==> config.mk <==
export PLATFORM = sky130hd
export DESIGN_NAME = soil_top
export DESIGN_NICKNAME = d
export VERILOG_FILES = /design/src/logic/soil_pkg.sv /design/src/logic/soil_top.sv /design/src/logic/soil_input_monitor.sv /design/src/logic/soil_diag_link.sv
export SDC_FILE = /design/constraint.sdc
export NUM_CORES = 1
export LEC_CHECK = 0
export ABC_AREA = 1
export BUFFER_PORTS_ARGS = -buffer_cell sky130_fd_sc_hd__clkbuf_2
export CORE_AREA = 2 2 83 85
export CTS_CLUSTER_DIAMETER = 200
export DETAILED_ROUTE_END_ITERATION = 16
export DIE_AREA = 0 0 85 87
export MAX_ROUTING_LAYER = met4
export SLEW_MARGIN = 20
export SYNTH_ARGS = -nofsm -noshare
export SYNTH_HDL_FRONTEND = slang
export SYNTH_SLANG_ARGS = --single-unit
==> constraint.sdc <==
create_clock -name i_clk_sys -period 5.1 [get_ports i_clk_sys]
set_input_delay 1.275 -clock i_clk_sys [delete_from_list [all_inputs] [get_ports i_clk_sys]]
set_output_delay 1.275 -clock i_clk_sys [all_outputs]
set_load 0.05 [all_outputs]
==> src/logic/soil_pkg.sv <==
// package: shared types and constants of the safety output interlock logic
`default_nettype none

package soil_pkg;

    // ----------------------------------------------------------------
    // diagnostic scheme
    // ----------------------------------------------------------------
    localparam int unsigned MAX_SUBSCRIBERS = 16;
    localparam logic [3:0]  ADDR_RST        = 4'h0;

    // diagnostic frame: 8 bit request code, frame bit count
    localparam int unsigned FRAME_BITS      = 8;
    localparam logic [7:0]  REQ_SERIAL      = 8'h01;
    localparam logic [7:0]  REQ_TEACH_LEFT  = 8'h02;
    localparam logic [7:0]  REQ_REFRESH     = 8'h03;
    localparam logic [7:0]  REQ_STATUS      = 8'h04;

    // bit time of the diagnostic link, in ns, and its cycle count at 40 MHz
    localparam int unsigned CLK_PERIOD_NS   = 25;
    localparam int unsigned DIAG_BIT_NS     = 1000;
    localparam int unsigned DIAG_BIT_CYC    = DIAG_BIT_NS / CLK_PERIOD_NS;

    // teach-in budget after reset and serial number (arbitrary value)
    localparam logic [7:0]  TEACH_BUDGET_RST = 8'h08;
    localparam logic [7:0]  SERIAL_NUMBER    = 8'h5A;

    // ----------------------------------------------------------------
    // input monitor states
    // ----------------------------------------------------------------
    typedef enum logic [1:0]
    {
        MON_NORMAL  = 2'b00,
        MON_UNEQUAL = 2'b01,
        MON_LOCK    = 2'b10
    } soil_mon_e;

    typedef struct packed
    {
        logic ch_one;
        logic ch_two;
    } soil_pair_s;

    typedef struct packed
    {
        logic unequal;
        logic plaus_err;
        logic part_lock;
    } soil_diag_s;

endpackage : soil_pkg

`default_nettype wire

==> src/logic/soil_top.sv <==
// module: safety output interlock logic of a transponder door switch
// How it works
// RQ1: outputs low whenever actuator absent
// RQ2: each output follows its own input
// RQ3: status output mirrors actuator presence
// RQ4: falling single input flags unequal state
// RQ5: its return raises error and lock
// RQ6: rising accepted only after both low
// RQ7: stay off after removal until re-approach
// RQ8: diagnostic input used only with module
// RQ9: status output carries diagnostic data then
// RQ10: up to sixteen chained subscribers
// RQ11: link rebuilt at every power-up
// RQ12: answer serial, teach count, refresh name
// RQ13: learn first actuator, refuse others
// RQ14: evaluator checks both outputs separately
// RQ15: not ready or fault holds outputs low
`timescale 1ns/10ps
`default_nettype none

module soil_top
(
    // clock and reset
    input  wire logic       i_clk_sys,
    input  wire logic       i_reset_n,
    // actuator front end
    input  wire logic       i_actuator_seen,
    input  wire logic [7:0] i_actuator_code,
    // device condition
    input  wire logic       i_ready,
    input  wire logic       i_fault,
    // chained safety inputs
    input  wire logic       i_safety_input_one,
    input  wire logic       i_safety_input_two,
    // diagnostics
    input  wire logic       i_module_attached,
    input  wire logic       i_diag_input,
    // safety and status outputs
    output var  logic       o_safety_out_one,
    output var  logic       o_safety_out_two,
    output var  logic       o_status_diag_output,
    // indicators
    output var  logic       o_input_led_flash,
    output var  logic       o_plaus_error,
    output var  logic       o_part_lock,
    output var  logic       o_taught,
    output var  logic       o_name_refresh
);

    logic       rst_meta_r;
    logic       rst_n_r;
    logic       taught_r;
    logic [7:0] code_r;
    logic [7:0] teach_left_r;
    logic       present;
    logic       tx_bit;
    logic       refresh;
    soil_pkg::soil_pair_s in_pair;
    soil_pkg::soil_pair_s follow;
    soil_pkg::soil_diag_s diag;

    // ----------------------------------------------------------------
    // reset release
    // ----------------------------------------------------------------
    always_ff @(posedge i_clk_sys or negedge i_reset_n)
    begin
        if (!i_reset_n)
        begin
            rst_meta_r <= 1'b0;
            rst_n_r    <= 1'b0;
        end
        else
        begin
            rst_meta_r <= 1'b1;
            rst_n_r    <= rst_meta_r;
        end
    end

    // ----------------------------------------------------------------
    // actuator teach-in: one code for life of power-up
    // ----------------------------------------------------------------
    always_ff @(posedge i_clk_sys or negedge rst_n_r)
    begin
        if (!rst_n_r)
        begin
            taught_r     <= 1'b0;
            code_r       <= '0;
            teach_left_r <= soil_pkg::TEACH_BUDGET_RST;
        end
        else if (!taught_r && i_actuator_seen && teach_left_r != 8'h00) // [RQ13]
        begin
            taught_r     <= 1'b1;
            code_r       <= i_actuator_code;
            teach_left_r <= teach_left_r - 8'h01;
        end
    end

    // only the learnt actuator counts as present; presence is live, so
    // removal drops the outputs at the next clock edge [RQ7]
    assign present = taught_r && i_actuator_seen && (i_actuator_code == code_r); // [RQ13]

    assign in_pair.ch_one = i_safety_input_one;
    assign in_pair.ch_two = i_safety_input_two;

    soil_input_monitor u_mon
    (
        .i_clk_sys (i_clk_sys),
        .i_rst_n   (rst_n_r),
        .i_in      (in_pair),
        .o_follow  (follow),
        .o_diag    (diag)
    );

    // one subscriber of a chain of up to sixteen; no address is held here [RQ10]
    // link rebuilt from scratch after each reset, no stored setup [RQ11]
    soil_diag_link u_link
    (
        .i_clk_sys    (i_clk_sys),
        .i_rst_n      (rst_n_r),
        .i_enable     (i_module_attached),                              // [RQ8]
        .i_diag_input (i_diag_input),
        .o_tx_bit     (tx_bit),
        .i_teach_left (teach_left_r),
        .i_status     ({4'h0, diag.part_lock, diag.unequal, taught_r, present}),
        .o_refresh    (refresh)
    );

    // ----------------------------------------------------------------
    // safety outputs, registered
    // ----------------------------------------------------------------
    always_ff @(posedge i_clk_sys or negedge rst_n_r)
    begin
        if (!rst_n_r)
        begin
            o_safety_out_one <= 1'b0;
            o_safety_out_two <= 1'b0;
        end
        else if (!present || !i_ready || i_fault)                       // [RQ1] [RQ7] [RQ15]
        begin
            o_safety_out_one <= 1'b0;
            o_safety_out_two <= 1'b0;
        end
        else
        begin
            o_safety_out_one <= follow.ch_one;                          // [RQ2]
            o_safety_out_two <= follow.ch_two;                          // [RQ2]
        end
    end

    // ----------------------------------------------------------------
    // status and indicators
    // ----------------------------------------------------------------
    always_ff @(posedge i_clk_sys or negedge rst_n_r)
    begin
        if (!rst_n_r)
        begin
            o_status_diag_output <= 1'b0;
            o_input_led_flash    <= 1'b0;
            o_plaus_error        <= 1'b0;
            o_part_lock          <= 1'b0;
            o_taught             <= 1'b0;
            o_name_refresh       <= 1'b0;
        end
        else
        begin
            o_status_diag_output <= i_module_attached ? tx_bit : present; // [RQ3] [RQ9]
            o_input_led_flash    <= diag.unequal || diag.plaus_err;       // [RQ4] [RQ5]
            o_plaus_error        <= diag.plaus_err;
            o_part_lock          <= diag.part_lock;
            o_taught             <= taught_r;
            o_name_refresh       <= refresh;                              // [RQ12]
        end
    end

    // ----------------------------------------------------------------
    // checks
    // ----------------------------------------------------------------
    property p_absent_low;
        @(posedge i_clk_sys) disable iff (!rst_n_r)
        !present |=> !o_safety_out_one && !o_safety_out_two;
    endproperty
    a_absent_low: assert property (p_absent_low) else $error("output high without actuator"); // [RQ1]

    property p_follow;
        @(posedge i_clk_sys) disable iff (!rst_n_r)
        present && i_ready && !i_fault |=> o_safety_out_one == $past(follow.ch_one)
                                          && o_safety_out_two == $past(follow.ch_two);
    endproperty
    a_follow: assert property (p_follow) else $error("output not following input"); // [RQ2]

    property p_status;
        @(posedge i_clk_sys) disable iff (!rst_n_r)
        !i_module_attached |=> o_status_diag_output == $past(present);
    endproperty
    a_status: assert property (p_status) else $error("status not presence"); // [RQ3]

    property p_removed;
        @(posedge i_clk_sys) disable iff (!rst_n_r)
        $fell(i_actuator_seen) |=> !o_safety_out_one && !o_safety_out_two;
    endproperty
    a_removed: assert property (p_removed) else $error("output on after removal"); // [RQ7]

    property p_diag_idle;
        @(posedge i_clk_sys) disable iff (!rst_n_r)
        i_module_attached && !$past(i_module_attached) |-> ##1 o_status_diag_output;
    endproperty
    a_diag_idle: assert property (p_diag_idle) else $error("link not idle high"); // [RQ9]

    property p_no_fault_out;
        @(posedge i_clk_sys) disable iff (!rst_n_r)
        (i_fault || !i_ready) |=> !o_safety_out_one && !o_safety_out_two;
    endproperty
    a_no_fault_out: assert property (p_no_fault_out) else $error("output on during fault"); // [RQ15]

    property p_one_teach;
        @(posedge i_clk_sys) disable iff (!rst_n_r)
        taught_r |=> taught_r && $stable(code_r);
    endproperty
    a_one_teach: assert property (p_one_teach) else $error("second actuator learnt"); // [RQ13]

    property p_flash;
        @(posedge i_clk_sys) disable iff (!rst_n_r)
        diag.unequal |=> o_input_led_flash;
    endproperty
    a_flash: assert property (p_flash) else $error("no flash on unequal"); // [RQ4]

    c_both_on: cover property (@(posedge i_clk_sys) disable iff (!rst_n_r)
        o_safety_out_one && o_safety_out_two);
    c_split: cover property (@(posedge i_clk_sys) disable iff (!rst_n_r)
        o_safety_out_one && !o_safety_out_two);
    c_refresh: cover property (@(posedge i_clk_sys) disable iff (!rst_n_r) o_name_refresh);

endmodule : soil_top

`default_nettype wire

==> src/logic/soil_input_monitor.sv <==
// module: plausibility monitor for the two chained safety inputs
`timescale 1ns/10ps
`default_nettype none

module soil_input_monitor
(
    // clock and reset
    input  wire logic              i_clk_sys,
    input  wire logic              i_rst_n,
    // inputs
    input  wire soil_pkg::soil_pair_s i_in,
    // results
    output var  soil_pkg::soil_pair_s o_follow,
    output var  soil_pkg::soil_diag_s o_diag
);

    soil_pkg::soil_mon_e  state_r;
    soil_pkg::soil_pair_s prev_r;
    logic                 odd_one_r;

    // ----------------------------------------------------------------
    // history of the inputs
    // ----------------------------------------------------------------
    always_ff @(posedge i_clk_sys or negedge i_rst_n)
    begin
        if (!i_rst_n)
            prev_r <= '0;
        else
            prev_r <= i_in;
    end

    wire fall_one = prev_r.ch_one && !i_in.ch_one;
    wire fall_two = prev_r.ch_two && !i_in.ch_two;
    wire rise_one = !prev_r.ch_one && i_in.ch_one;
    wire rise_two = !prev_r.ch_two && i_in.ch_two;
    wire both_low = !i_in.ch_one && !i_in.ch_two;

    // ----------------------------------------------------------------
    // monitor state machine
    // ----------------------------------------------------------------
    always_ff @(posedge i_clk_sys or negedge i_rst_n)
    begin
        if (!i_rst_n)
        begin
            state_r   <= soil_pkg::MON_LOCK;
            odd_one_r <= 1'b0;
        end
        else
        begin
            unique case (state_r)
                soil_pkg::MON_NORMAL:
                begin
                    if (fall_one && i_in.ch_two)                        // [RQ4]
                    begin
                        state_r   <= soil_pkg::MON_UNEQUAL;
                        odd_one_r <= 1'b0;
                    end
                    else if (fall_two && i_in.ch_one)                   // [RQ4]
                    begin
                        state_r   <= soil_pkg::MON_UNEQUAL;
                        odd_one_r <= 1'b1;
                    end
                end
                soil_pkg::MON_UNEQUAL:
                begin
                    if (both_low)
                        state_r <= soil_pkg::MON_NORMAL;
                    else if ((!odd_one_r && rise_one && i_in.ch_two) ||
                             (odd_one_r && rise_two && i_in.ch_one))     // [RQ5]
                        state_r <= soil_pkg::MON_LOCK;
                end
                soil_pkg::MON_LOCK:
                begin
                    if (both_low)                                       // [RQ6]
                        state_r <= soil_pkg::MON_NORMAL;
                end
                default:
                    state_r <= soil_pkg::MON_LOCK;
            endcase
        end
    end

    // lock holds both channels low; power-up starts locked so a rising
    // edge is only accepted after both inputs were seen low together
    always_comb
    begin
        o_follow.ch_one = (state_r != soil_pkg::MON_LOCK) && i_in.ch_one;  // [RQ6]
        o_follow.ch_two = (state_r != soil_pkg::MON_LOCK) && i_in.ch_two;  // [RQ6]
        o_diag.unequal   = (state_r == soil_pkg::MON_UNEQUAL);
        o_diag.plaus_err = (state_r == soil_pkg::MON_LOCK);
        o_diag.part_lock = (state_r == soil_pkg::MON_LOCK);
    end

    // ----------------------------------------------------------------
    // checks
    // ----------------------------------------------------------------
    property p_lock_after_return;
        @(posedge i_clk_sys) disable iff (!i_rst_n)
        (state_r == soil_pkg::MON_UNEQUAL && !odd_one_r && rise_one && i_in.ch_two)
            |=> (state_r == soil_pkg::MON_LOCK);
    endproperty
    a_lock_after_return: assert property (p_lock_after_return) else $error("no lock after return"); // [RQ5]

    property p_unequal_flag;
        @(posedge i_clk_sys) disable iff (!i_rst_n)
        (state_r == soil_pkg::MON_NORMAL && fall_one && i_in.ch_two) |=> o_diag.unequal;
    endproperty
    a_unequal_flag: assert property (p_unequal_flag) else $error("unequal not flagged"); // [RQ4]

    property p_leave_lock;
        @(posedge i_clk_sys) disable iff (!i_rst_n)
        (state_r == soil_pkg::MON_LOCK) && !both_low |=> (state_r == soil_pkg::MON_LOCK);
    endproperty
    a_leave_lock: assert property (p_leave_lock) else $error("lock left early"); // [RQ6]

    c_lock: cover property (@(posedge i_clk_sys) disable iff (!i_rst_n)
        state_r == soil_pkg::MON_UNEQUAL ##1 state_r == soil_pkg::MON_LOCK);

endmodule : soil_input_monitor

`default_nettype wire

==> src/logic/soil_diag_link.sv <==
// module: serial diagnostic link engine for the chained diagnostics bus
`timescale 1ns/10ps
`default_nettype none

module soil_diag_link
(
    // clock and reset
    input  wire logic       i_clk_sys,
    input  wire logic       i_rst_n,
    // link
    input  wire logic       i_enable,
    input  wire logic       i_diag_input,
    output var  logic       o_tx_bit,
    // answers
    input  wire logic [7:0] i_teach_left,
    input  wire logic [7:0] i_status,
    output var  logic       o_refresh
);

    logic [$clog2(soil_pkg::DIAG_BIT_CYC)-1:0] bit_cnt_r;
    logic [2:0] idx_r;
    logic [7:0] rx_r;
    logic [7:0] tx_r;
    logic       prev_in_r;
    logic       rx_busy_r;
    logic       tx_busy_r;

    wire bit_tick = (bit_cnt_r == ($clog2(soil_pkg::DIAG_BIT_CYC))'(soil_pkg::DIAG_BIT_CYC - 1));

    function automatic logic [7:0] answer(input logic [7:0] req, input logic [7:0] tl, input logic [7:0] st);
        unique case (req)
            soil_pkg::REQ_SERIAL:     answer = soil_pkg::SERIAL_NUMBER;
            soil_pkg::REQ_TEACH_LEFT: answer = tl;
            default:                  answer = st;
        endcase
    endfunction : answer

    // ----------------------------------------------------------------
    // receive: start on falling edge, lsb first; answer after frame
    // ----------------------------------------------------------------
    always_ff @(posedge i_clk_sys or negedge i_rst_n)
    begin
        if (!i_rst_n)
        begin
            bit_cnt_r <= '0;
            idx_r     <= '0;
            rx_r      <= '0;
            tx_r      <= 8'hFF;
            prev_in_r <= 1'b1;
            rx_busy_r <= 1'b0;
            tx_busy_r <= 1'b0;
            o_refresh <= 1'b0;
        end
        else
        begin
            prev_in_r <= i_diag_input;
            o_refresh <= 1'b0;
            bit_cnt_r <= (rx_busy_r || tx_busy_r) && !bit_tick ? bit_cnt_r + 1'b1 : '0;
            if (!i_enable)                                              // [RQ8]
            begin
                rx_busy_r <= 1'b0;
                tx_busy_r <= 1'b0;
                tx_r      <= 8'hFF;
            end
            else if (rx_busy_r && bit_tick)
            begin
                rx_r  <= {i_diag_input, rx_r[7:1]};
                idx_r <= idx_r + 1'b1;
                if (idx_r == 3'd7)
                begin
                    rx_busy_r <= 1'b0;
                    tx_busy_r <= 1'b1;
                    tx_r      <= answer({i_diag_input, rx_r[7:1]}, i_teach_left, i_status); // [RQ12]
                    o_refresh <= ({i_diag_input, rx_r[7:1]} == soil_pkg::REQ_REFRESH);      // [RQ12]
                end
            end
            else if (tx_busy_r && bit_tick)
            begin
                tx_r  <= {1'b1, tx_r[7:1]};
                idx_r <= idx_r + 1'b1;
                if (idx_r == 3'd7)
                    tx_busy_r <= 1'b0;
            end
            else if (!rx_busy_r && !tx_busy_r && prev_in_r && !i_diag_input)
            begin
                rx_busy_r <= 1'b1;
                idx_r     <= '0;
            end
        end
    end

    assign o_tx_bit = tx_busy_r ? tx_r[0] : 1'b1;                      // [RQ9]

endmodule : soil_diag_link

`default_nettype wire

---- Word level (Yosys, flattened, before mapping) ----
Cells that the tools add are included.
word-level totals
  flip-flop bits (word level) ............. 60
  latch bits .............................. 0
  RAM bits ................................ 0
  bits in read-only memories .............. 0
  logic and storage cells ................. 128
  memories ................................ 0
cells by class
  $add $sub $neg .......................... 3
  multiply operators ...................... 0
  div/mod/pow operators ................... 0
  $lt $le $gt $ge ......................... 0
  equal/unequal tests ..................... 17
  shifts and indexed selects .............. 0
  muxes and demuxes ....................... 33
  bitwise operators ....................... 0
  reductions and logical operators ........ 51
operators with widths
  cell                                                   number
  two-way mux 8 bit                                      4
  logical AND 1 bit                                      23
  two-way mux 1 bit                                      18
  equality test 8 x 2 -> 1 bit, second input constant    2
  one-hot mux 8 bit (2 select lines)                     1
  zero test 1 bit                                        12
  inequality test 3 x 1 -> 1 bit, second input constant  4
  two-way mux 2 bit                                      5
  AND reduction 2 bit                                    5
  two-way mux 3 bit                                      3
  equality test 8 x 1 -> 1 bit, second input constant    1
  equality test 8 bit                                    1
  nonzero test 8 bit                                     1
  subtractor 8 x 1 -> 8 bit, second input constant       1
  adder 6 x 1 -> 6 bit, second input constant            1
  equality test 6 bit, second input constant             1
  two-way mux 6 bit                                      1
  one-hot mux 2 bit (3 select lines)                     1
  AND reduction 3 bit                                    2
  logical OR 1 bit                                       5
  inequality test 2 x 1 -> 1 bit, second input constant  2
  adder 3 x 1 -> 3 bit, second input constant            1
  equality test 3 bit, second input constant             1
  inequality test 3 x 2 -> 1 bit, second input constant  1
  other kinds (7)                                        7

---- Depth between registers and ports, before layout ----
  depth in word-level cells ............... 8
  gate-level depth with buffers ........... 11
  mapped depth without buffers ............ 11

---- Cells and area by module ----
A second synthesis with hierarchy kept.
unflattened totals
  cell total of the unflattened synthesis .. 376
  area total of the unflattened synthesis .. 3108.0 um2
modules (own cells, without submodules)
  module              instances  cells an instance  area an instance (um2)
  soil_diag_link      1          190                1493.9
  soil_top            1          150                1363.8
  soil_input_monitor  1          36                 250.2

---- Least setup slack after synthesis ----
OpenSTA, ideal clock, no wires.
  path kind ............................... register to output
  start ................................... register o_plaus_error
  end ..................................... output port o_plaus_error
  arrival time ............................ 0.886 ns
  required time ........................... 3.825 ns
  path slack .............................. 2.939 ns
  stages on the path, launching flop included .. 2
  path buffers ............................ 1
  path through ............................ dfrtp_1 > buf_4
RTL lines
  what                    line             text
  start, declared         soil_top.sv:44   output var logic o_plaus_error,
  start signal, assigned  soil_top.sv:168  o_plaus_error <= diag.plaus_err;
No word-level cell between the ends.

==> results.ini <==
[yosys]
synth-main-ff-cell=dfrtp_1
synth_edf_count=0
synth.mux.area_fraction_pct=0
syn_area_per_cell_um2=8.50
synth_xor_area_share_pct=2.96
yosys.area_share.simple_pct=28.6
synth_fa_ha_area_share_pct=4.23
netlist_area_um2=2960
syn_nets=375
synth_compound_area_share_pct=6.13
ys_seq_elements=59
synthDistinctLibCells=36
yosysSeqAreaShare_pct=50.4
synthCells=348
yosysWarnings=0
synth_top_family_by_area=simple AND/OR/NAND/NOR gates
synthArstFlopShare_pct=100

[floorplanning]
core_um2=6570
die_height_um=87
rows=30
start_util_pct=45.0
dieArea_um2=7400
io_pins=25
die_x_um=85

[timing]
setup_tns_ns=0
slew_headroom_pct=62.9
worst_slew_pin_slew_ns=0.556
finalHoldViolations=0
timing.final.crit_share_pct=43.9
max_freq_mhz=447
fin_crit_ns=2.24
final.setup_skew_ns=0.00907
setup_viol=0
rsz0062_at_grt=false
slew_violations=0

[power]
leakage_nw=1.75
peakVddDrop_mv=0.346
p_per_area_nw_per_um2=431

[clock_network]
cts_root_buf=clkbuf_8
ctsHoldBuffers=0
htreeDepth=3
cts_sinks=59
cts_buffers=9
clock_path_buffers=2
clk_latency_ns=0.34
cts_tree=yes
path_clk_slew_ns=0.07
cts_resized=0
cts_setup_buffers=0

[finish]
mostFrequentLayoutCells=nand2_1, dfrtp_1, nor2_1
final_common_cell=nand2_1
regArea_um2=1490
num_antenna_cells=0
layout.cells.non_filler=463
area_growth_pct=12.6
drive_gt1_share_pct=20.6
fillers=643
multi_input_area_um2=1240
nets=405

[global_route]
grt_max_degree=34
gr-total-overflow=0
grt_pass1_vias=2073
antenna_found_initial=0
grt_util_all_layers_pct=16.3
grt_first_pass_wirelength_um=9040

[detailed_routing]
wl_per_cell_um=11.3
drc=0
finalWirelength_um=5220
vias=2150
ant_nets=0
drtPass1Iterations=5
drt_iter0_drc=99
routed_via_density=4.64

[worst_setup_path]
crit_family=flip-flops
end_kind=output pin
cp_cell_sequence=clkbuf_2
cp-start-kind=flip-flop
r2r_end=taught_r
crit_required_ns=3.83
critPathSlowestCell=dfrtp_1
r2r-start=teach_left_r[0]
crit_type=flip-flop to output pin
cp_num_buf_inv=1
arrival_ns=0.96
max_stage_delay_ns=0.35
cp_max_fo=2
rrSetupSlack_ns=3.38
ff2ff_path_depth=6

[job]
maxCapViolCount=0

[place]
gp_congestion=0.781
dp_cells=447
port_buffers=24
dp_hpwl_um=3750

[outcome]
status=completed

[worst_hold_path]
hp-class=flip-flop to asynchronous set/reset pin

-- power breakdown --
group          switching [W]  leakage [nW]  internal, W  total (W)
Sequential         0.0000706         0.727     0.000574   0.000645
Combinational       0.000228         0.918     0.000131   0.000359
Clock               0.000202        0.0998     0.000228   0.000430
Total               0.000501          1.75     0.000933    0.00143
-- metrics by stage --
stage	power, W	hold WS [ns]	worst slack (ns)	utilization [%]	instance area [µm²]
floorplan	0.000936	0.331	2.94	-	2960
global placement	0.00101	0.286	2.71	47.6	3130
detailed placement	0.00102	0.285	2.71	47.6	3130
CTS	0.00145	0.287	2.84	50.7	3330
global route	0.00154	0.331	2.80	50.7	3330
finish	0.00143	0.264	2.86	50.7	3330
-- cells by family (layout without fill, tap and decap cells) --
kind of cell / Yosys count / count (layout)
and+or+nand+nor: 184 / 184
AOI/OAI and AO/OA: 34 / 34
adders and majority gates: 10 / 10
xor gates and xnor gates: 10 / 10
DFF: 59 / 59
buffers and inverters: 50 / 85
other: 1 / 1
-- layout make-up --
| cell class | count | area share, % |
|---|---|---|
| sequential | 59 | 44.8 |
| inverter | 44 | 4.96 |
| clock inverter | 7 | 2.33 |
| timing repair buffer | 25 | 3.83 |
| clock buffer | 9 | 3.72 |
| tap | 80 | 3.01 |
| multi-input combinational | 239 | 37.4 |
-- routing by layer --
metal	wire (µm)	GRT usage, %	vias up
met5	0	-	-
met4	76	9.09	0
li1	-	-	1145
met2	2440	25.1	31
met1	2540	20.0	968
met3	170	3.70	6
-- cell usage after synthesis (2+ instances only) --
cell type,number,area share (%)
a21oi_1,7,1.2
and2_1,2,0.42
buf_4,2,0.51
buf_6,2,0.76
dfrtp_1,48,41
dfstp_2,11,9.8
ha_1,10,4.2
inv_1,40,5.1
inv_2,4,0.51
nand2_1,96,12
nand2_2,5,1.1
nand2_4,3,1.1
nand3_1,19,3.2
nand3_2,2,0.68
nor2_1,41,5.2
nor2_2,2,0.42
nor2_4,3,1.1
nor3b_1,2,0.51
o21ai_0,17,2.9
o21ai_1,6,1.0
or2_2,3,0.63
xor2_1,9,2.7
-- state kept, by name, indices dropped and copies added (netlist names), 2 cells and up --
signal            count
u_link.bit_cnt_r      6
u_link.idx_r          3
u_mon.prev_r          2
teach_left_r          8
u_mon.state_r         2
code_r                8
u_link.tx_r           8
u_link.rx_r           7
-- worst max-delay path by stage --
| stage | endpoint | from | slack, ns | cells past startpoint |
|---|---|---|---|---|
| floorplan | o_plaus_error | o_plaus_error | 2.94 | 1 |
| global placement | u_link.tx_r[0] | i_diag_input | 2.71 | 9 |
| detailed placement | u_link.tx_r[0] | i_diag_input | 2.71 | 9 |
| CTS | o_part_lock | o_plaus_error | 2.84 | 1 |
| global route | o_plaus_error | o_plaus_error | 2.80 | 1 |
| finish | o_part_lock | o_plaus_error | 2.86 | 1 |
Note: power is estimated with default switching activity, not from simulation.
